--- src/ssl_pkg.sv ---
// Package for the serial-to-parallel shift latch: widths, stage indices and reset values.
// Assumes the latch is clocked by a 10 MHz system clock that samples the controller pins.
package ssl_pkg;
  localparam int SSL_WIDTH = 8;
  localparam int SSL_LAST_STAGE = SSL_WIDTH - 1;
  localparam int SSL_SYNC_DEPTH = 2;
  localparam logic [SSL_WIDTH-1:0] SSL_SHIFT_RESET = 8'h00;
  localparam logic [SSL_WIDTH-1:0] SSL_STORE_RESET = 8'h00;
  localparam logic [2:0] SSL_PIN_RESET = 3'h0;
endpackage : ssl_pkg

--- src/ssl_shift_latch.sv ---
// Serial-to-parallel shift latch: shift stages, storage register and gated parallel outputs.
// Assumes the controller's clocks, data, clear and enable are asynchronous pins sampled here.
`timescale 1ns/1ps
module ssl_shift_latch
  import ssl_pkg::*;
#(
  parameter int WIDTH = SSL_WIDTH
) (
  input wire logic clk_sys,
  input wire logic sys_rst,
  input wire logic serial_data_in,
  input wire logic shift_clock_in,
  input wire logic storage_clock_in,
  input wire logic shift_clear_n,
  input wire logic output_enable_n,
  output logic serial_cascade_out,
  output logic [WIDTH-1:0] parallel_data_out,
  output logic [WIDTH-1:0] parallel_data_oe
);
  initial begin
    if (WIDTH < 2) $error("ssl_shift_latch: WIDTH must be at least 2");
  end

  // Rising edge of a synchronised pin against its value one cycle earlier
  function automatic logic edge_rise(input logic now_v, input logic prev_v);
    return now_v & ~prev_v;
  endfunction : edge_rise

  // Pins in order: shift clock, storage clock, clear
  logic [2:0] ctl_sync;
  logic data_meta_reg;
  logic data_sync_reg;
  logic oe_meta_reg;
  logic oe_sync_reg;
  logic shift_clk_prev_reg;
  logic store_clk_prev_reg;
  logic [WIDTH-1:0] stage_reg;
  logic [WIDTH-1:0] stage_next;
  logic [WIDTH-1:0] store_reg;
  logic [WIDTH-1:0] store_next;

  ssl_pin_sync #(
    .WIDTH(3)
  ) u_ctl_sync (
    .clk_sys(clk_sys),
    .sys_rst(sys_rst),
    .pin_async({shift_clock_in, storage_clock_in, shift_clear_n}),
    .pin_sync(ctl_sync)
  );

  wire shift_clk_s = ctl_sync[2];
  wire store_clk_s = ctl_sync[1];
  wire clear_s_n = ctl_sync[0];
  wire shift_rise = edge_rise(shift_clk_s, shift_clk_prev_reg);
  wire store_rise = edge_rise(store_clk_s, store_clk_prev_reg);
  wire stage_six_value = stage_reg[WIDTH-2];

  // Each stage takes the one below it; stage 0 takes the serial data
  wire [WIDTH-1:0] shifted_vec;
  genvar gi;
  generate
    for (gi = 0; gi < WIDTH; gi++) begin : g_stage
      if (gi == 0) begin : g_first
        assign shifted_vec[gi] = data_sync_reg;
      end else begin : g_chain
        assign shifted_vec[gi] = stage_reg[gi-1];
      end
    end
  endgenerate

  // Data passes the same two flops as the clocks, so the level at the shift edge is taken
  always_ff @(posedge clk_sys) begin
    if (sys_rst) begin
      data_meta_reg <= 1'b0;
      data_sync_reg <= 1'b0;
      oe_meta_reg <= 1'b1;
      oe_sync_reg <= 1'b1;
      shift_clk_prev_reg <= 1'b0;
      store_clk_prev_reg <= 1'b0;
    end else begin
      data_meta_reg <= serial_data_in;
      data_sync_reg <= data_meta_reg;
      oe_meta_reg <= output_enable_n;
      oe_sync_reg <= oe_meta_reg;
      shift_clk_prev_reg <= shift_clk_s;
      store_clk_prev_reg <= store_clk_s;
    end
  end

  // Shift stages: clear dominates, otherwise advance on a shift edge
  always_comb begin
    if (!clear_s_n) begin
      stage_next = WIDTH'(SSL_SHIFT_RESET);
    end else if (shift_rise) begin
      stage_next = shifted_vec;
    end else begin
      stage_next = stage_reg;
    end
  end

  // Storage takes the stages as they stand before this cycle's shift, or SSL_STORE_RESET while clear is low
  always_comb begin
    if (store_rise) begin
      store_next = clear_s_n ? stage_reg : WIDTH'(SSL_STORE_RESET);
    end else begin
      store_next = store_reg;
    end
  end

  always_ff @(posedge clk_sys) begin
    if (sys_rst) begin
      stage_reg <= SSL_SHIFT_RESET;
      store_reg <= SSL_STORE_RESET;
    end else begin
      stage_reg <= stage_next;
      store_reg <= store_next;
    end
  end

  assign serial_cascade_out = stage_reg[WIDTH-1];
  assign parallel_data_out = store_reg;
  assign parallel_data_oe = {WIDTH{~oe_sync_reg}};
endmodule : ssl_shift_latch

--- src/ssl_pin_sync.sv ---
// Two-flop synchroniser bank for pins arriving from outside the system clock domain.
// Assumes every pin is a slow level relative to clk_sys.
`timescale 1ns/1ps
module ssl_pin_sync
  import ssl_pkg::*;
#(
  parameter int WIDTH = 3
) (
  input wire logic clk_sys,
  input wire logic sys_rst,
  input wire logic [WIDTH-1:0] pin_async,
  output logic [WIDTH-1:0] pin_sync
);
  logic [WIDTH-1:0] meta_reg;
  logic [WIDTH-1:0] sync_reg;

  initial begin
    if (WIDTH < 1) $error("ssl_pin_sync: WIDTH must be at least 1");
  end

  always_ff @(posedge clk_sys) begin
    if (sys_rst) begin
      meta_reg <= '0;
      sync_reg <= '0;
    end else begin
      meta_reg <= pin_async;
      sync_reg <= meta_reg;
    end
  end

  assign pin_sync = sync_reg;
endmodule : ssl_pin_sync

--- config.mk ---
export PLATFORM = sky130hd
export DESIGN_NAME = ssl_shift_latch
export DESIGN_NICKNAME = d
export VERILOG_FILES = /design/src/ssl_pkg.sv /design/src/ssl_shift_latch.sv /design/src/ssl_pin_sync.sv
export SDC_FILE = /design/constraint.sdc
export NUM_CORES = 1
export LEC_CHECK = 0
export BUFFER_PORTS_ARGS = -buffer_cell sky130_fd_sc_hd__buf_2
export CORE_AREA = 2 2 46 48
export DETAILED_ROUTE_END_ITERATION = 8
export DIE_AREA = 0 0 48 50
export GPL_ROUTABILITY_DRIVEN = 1
export GPL_TIMING_DRIVEN = 1
export PLACE_DENSITY_LB_ADDON = 0.08
export SLEW_MARGIN = 20
export SYNTH_ARGS = -nofsm -noshare
export SYNTH_HDL_FRONTEND = slang
export SYNTH_SLANG_ARGS = --single-unit
--- constraint.sdc ---
create_clock -name clk_sys -period 2.04 [get_ports clk_sys]
set_clock_uncertainty 0.05 [all_clocks]
set_input_delay 0.51 -clock clk_sys [delete_from_list [all_inputs] [get_ports clk_sys]]
set_output_delay 0.51 -clock clk_sys [all_outputs]
set_load 0.01 [all_outputs]
==> flow_metrics.env <==
export IMPL_status="finished clean"
export IMPL_cts_resized=0
export IMPL_fin_cells=148
export IMPL_cts_tree="done"
export IMPL_power_per_cell_area_nw_per_um2=797
export IMPL_layout_drive_gt1_share_pct=24.0
export IMPL_portBuffers=23
export IMPL_ys_types=13
export IMPL_post_route_min_period_ps=1470
export IMPL_dp_cells=144
export IMPL_setup_viol=0
export IMPL_fmax_mhz=680
export IMPL_crit_arrival_ps=910
export IMPL_finalPower_w=0.000858
export IMPL_fin_nets=129
export IMPL_critPathKind="flop to output port"
export IMPL_crit_path_max_incr_delay_ps=320
export IMPL_regToRegStartpoint="u_ctl_sync.pin_sync[2]"
export IMPL_clock_sinks=28
export IMPL_power_leakage_nw=0.432
export IMPL_ys_seq_area_share_pct=56.2
export IMPL_drtIter0Drc=9
export IMPL_wl_per_cell_um=9.64
export IMPL_avgSynthCellArea_um2=9.15
export IMPL_worst_setup_path_end_kind="output port"
export IMPL_grt_start_max_net_pins=22
export IMPL_cts_hold_buf=0
export IMPL_postCtsSetupRepairBufs=0
export IMPL_first_pass_iters=4
export IMPL_slowest_stage="dfxtp_1"
export IMPL_cp_data_required_time_ps=1480
export IMPL_clock_path_buffers=2
export IMPL_max_slew_margin_rel_pct=65.4
export IMPL_cts_buffers_inserted=3
export IMPL_cts_root_buf="clkbuf_4"
export IMPL_antenna_found_initial=0
export IMPL_drt_wl_total_mm=1.43
export IMPL_core_um2=1900
export IMPL_start_kind="flop"
export IMPL_fillers=185
export IMPL_final_common_cell="dfxtp_1"
export IMPL_peakVddDrop_mv=0.585
export IMPL_cp_max_fo=8
export IMPL_syn_area_um2=997
export IMPL_final_max_slew_violation_count=0
export IMPL_grt_overflow=0
export IMPL_clkTransAtPathRegs_ps=130
export IMPL_hold_viol_final=0
export IMPL_maxCapViolations=0
export IMPL_worstHoldStart="output_enable_n"
export IMPL_worst_slew_pin_slew_ps=518
export IMPL_ys_ff_latch=28
export IMPL_crit_path_start="oe_sync_reg"
export IMPL_fp_dieH_um=50
export IMPL_htree_levels=1
export IMPL_fin_crit_sh_pct=72.1
export IMPL_syn_to_final_growth_pct=7.90
export IMPL_ff_latch_area_um2=561
export IMPL_final_core_util_pct=56.6
export IMPL_design_die_area_um2=2400
export IMPL_cp_cell_sequence="inv_1 -> buf_2"
export IMPL_routabilityCongestion=0.760
export IMPL_final_cell_mix="dfxtp_1, nand2_1, buf_2"
export IMPL_ioPinCount=24
export IMPL_grt_pass1_vias=537
export IMPL_syn_inst=109
export IMPL_rsz0062_at_grt="false"
export IMPL_min_path_type="primary input to flop"
export IMPL_num_vias=679
export IMPL_synth_fp_nets=116
export IMPL_num_rows=16
export IMPL_track_usage_pct=13.6
export IMPL_grt_pass1_wl_mm=2.37
export IMPL_start_util_pct=52.4
export IMPL_setup_tns_ps=0
export IMPL_clk_latency_ps=310
export IMPL_hpwl_um=990
export IMPL_antenna_cells=0
export IMPL_drc=0
export IMPL_detail_route_antenna_nets=0
export IMPL_multi_input_area_um2=327
export IMPL_viasPerCell=4.59
export IMPL_place_ws_ps=613
export IMPL_die_w_um=48
export IMPL_yosys_warnings=0
export IMPL_fin_ws_ps=569
[worst max-delay path, delay by kind of cell (launching register included)]
family | cells | cell delay, ps
buffers and inverters | 2 | 280
DFF | 1 | 320
[layer usage]
layer	vias to the layer above	part of all wire [%]	track usage (%)
met1	296	50	19.0
li1	362	-	-
met5	-	0	0
met3	4	3.0	3.30
met4	0	1.8	5.86
met2	17	45	19.6
[where the power goes]
part	internal [W]	switching, W	leakage, nW
Clock	0.000109	0.000148	0.0210
Sequential	0.000557	0.00000485	0.228
Combinational	0.0000160	0.0000224	0.183
Total	0.000682	0.000175	0.432
[final timing paths]
kind,cells past startpoint,end,slack [ps]
setup / recovery,2,parallel_data_oe[7],570
hold / removal,2,oe_meta_reg,320
setup reg to reg,3,stage_reg[6],850
hold reg to reg,2,stage_reg[0],390
[through the flow]
step / cell area (um2) / hold slack (ps)
after floorplan: 997 / 333
after global placement: 1040 / 343
after detailed placement: 1040 / 365
after CTS: 1080 / 326
after global routing: 1080 / 312
final: 1080 / 323
[cell usage after synthesis (all sizes together)]
cell | instances | share of area (%)
nand2b | 3 | 1.9
or2 | 2 | 1.3
inv | 1 | 0.38
nand3 | 8 | 4.0
buf | 15 | 11
dfxtp | 28 | 56
nand2 | 24 | 9.0
nor2b | 12 | 8.5
a21oi | 16 | 8.0
[final cells by class]
class                           count  area share (%)
Multi-Input combinational cell     65            30.3
Clock buffer                        4            3.37
Timing Repair Buffer               23            10.7
Sequential cell                    28            52.1
Tap cell                           27            3.14
Inverter                            1           0.349
[cells by family (layout without fill, tap and decap cells)]
| logic type | after synthesis | count (layout) | synth area share (%) |
|---|---|---|---|
| flops | 28 | 28 | 56.2 |
| buf+inv | 16 | 28 | 11.0 |
| simple gates | 49 | 49 | 24.7 |
| compound gates | 16 | 16 | 8.03 |
(Power assumes the default switching activity.)
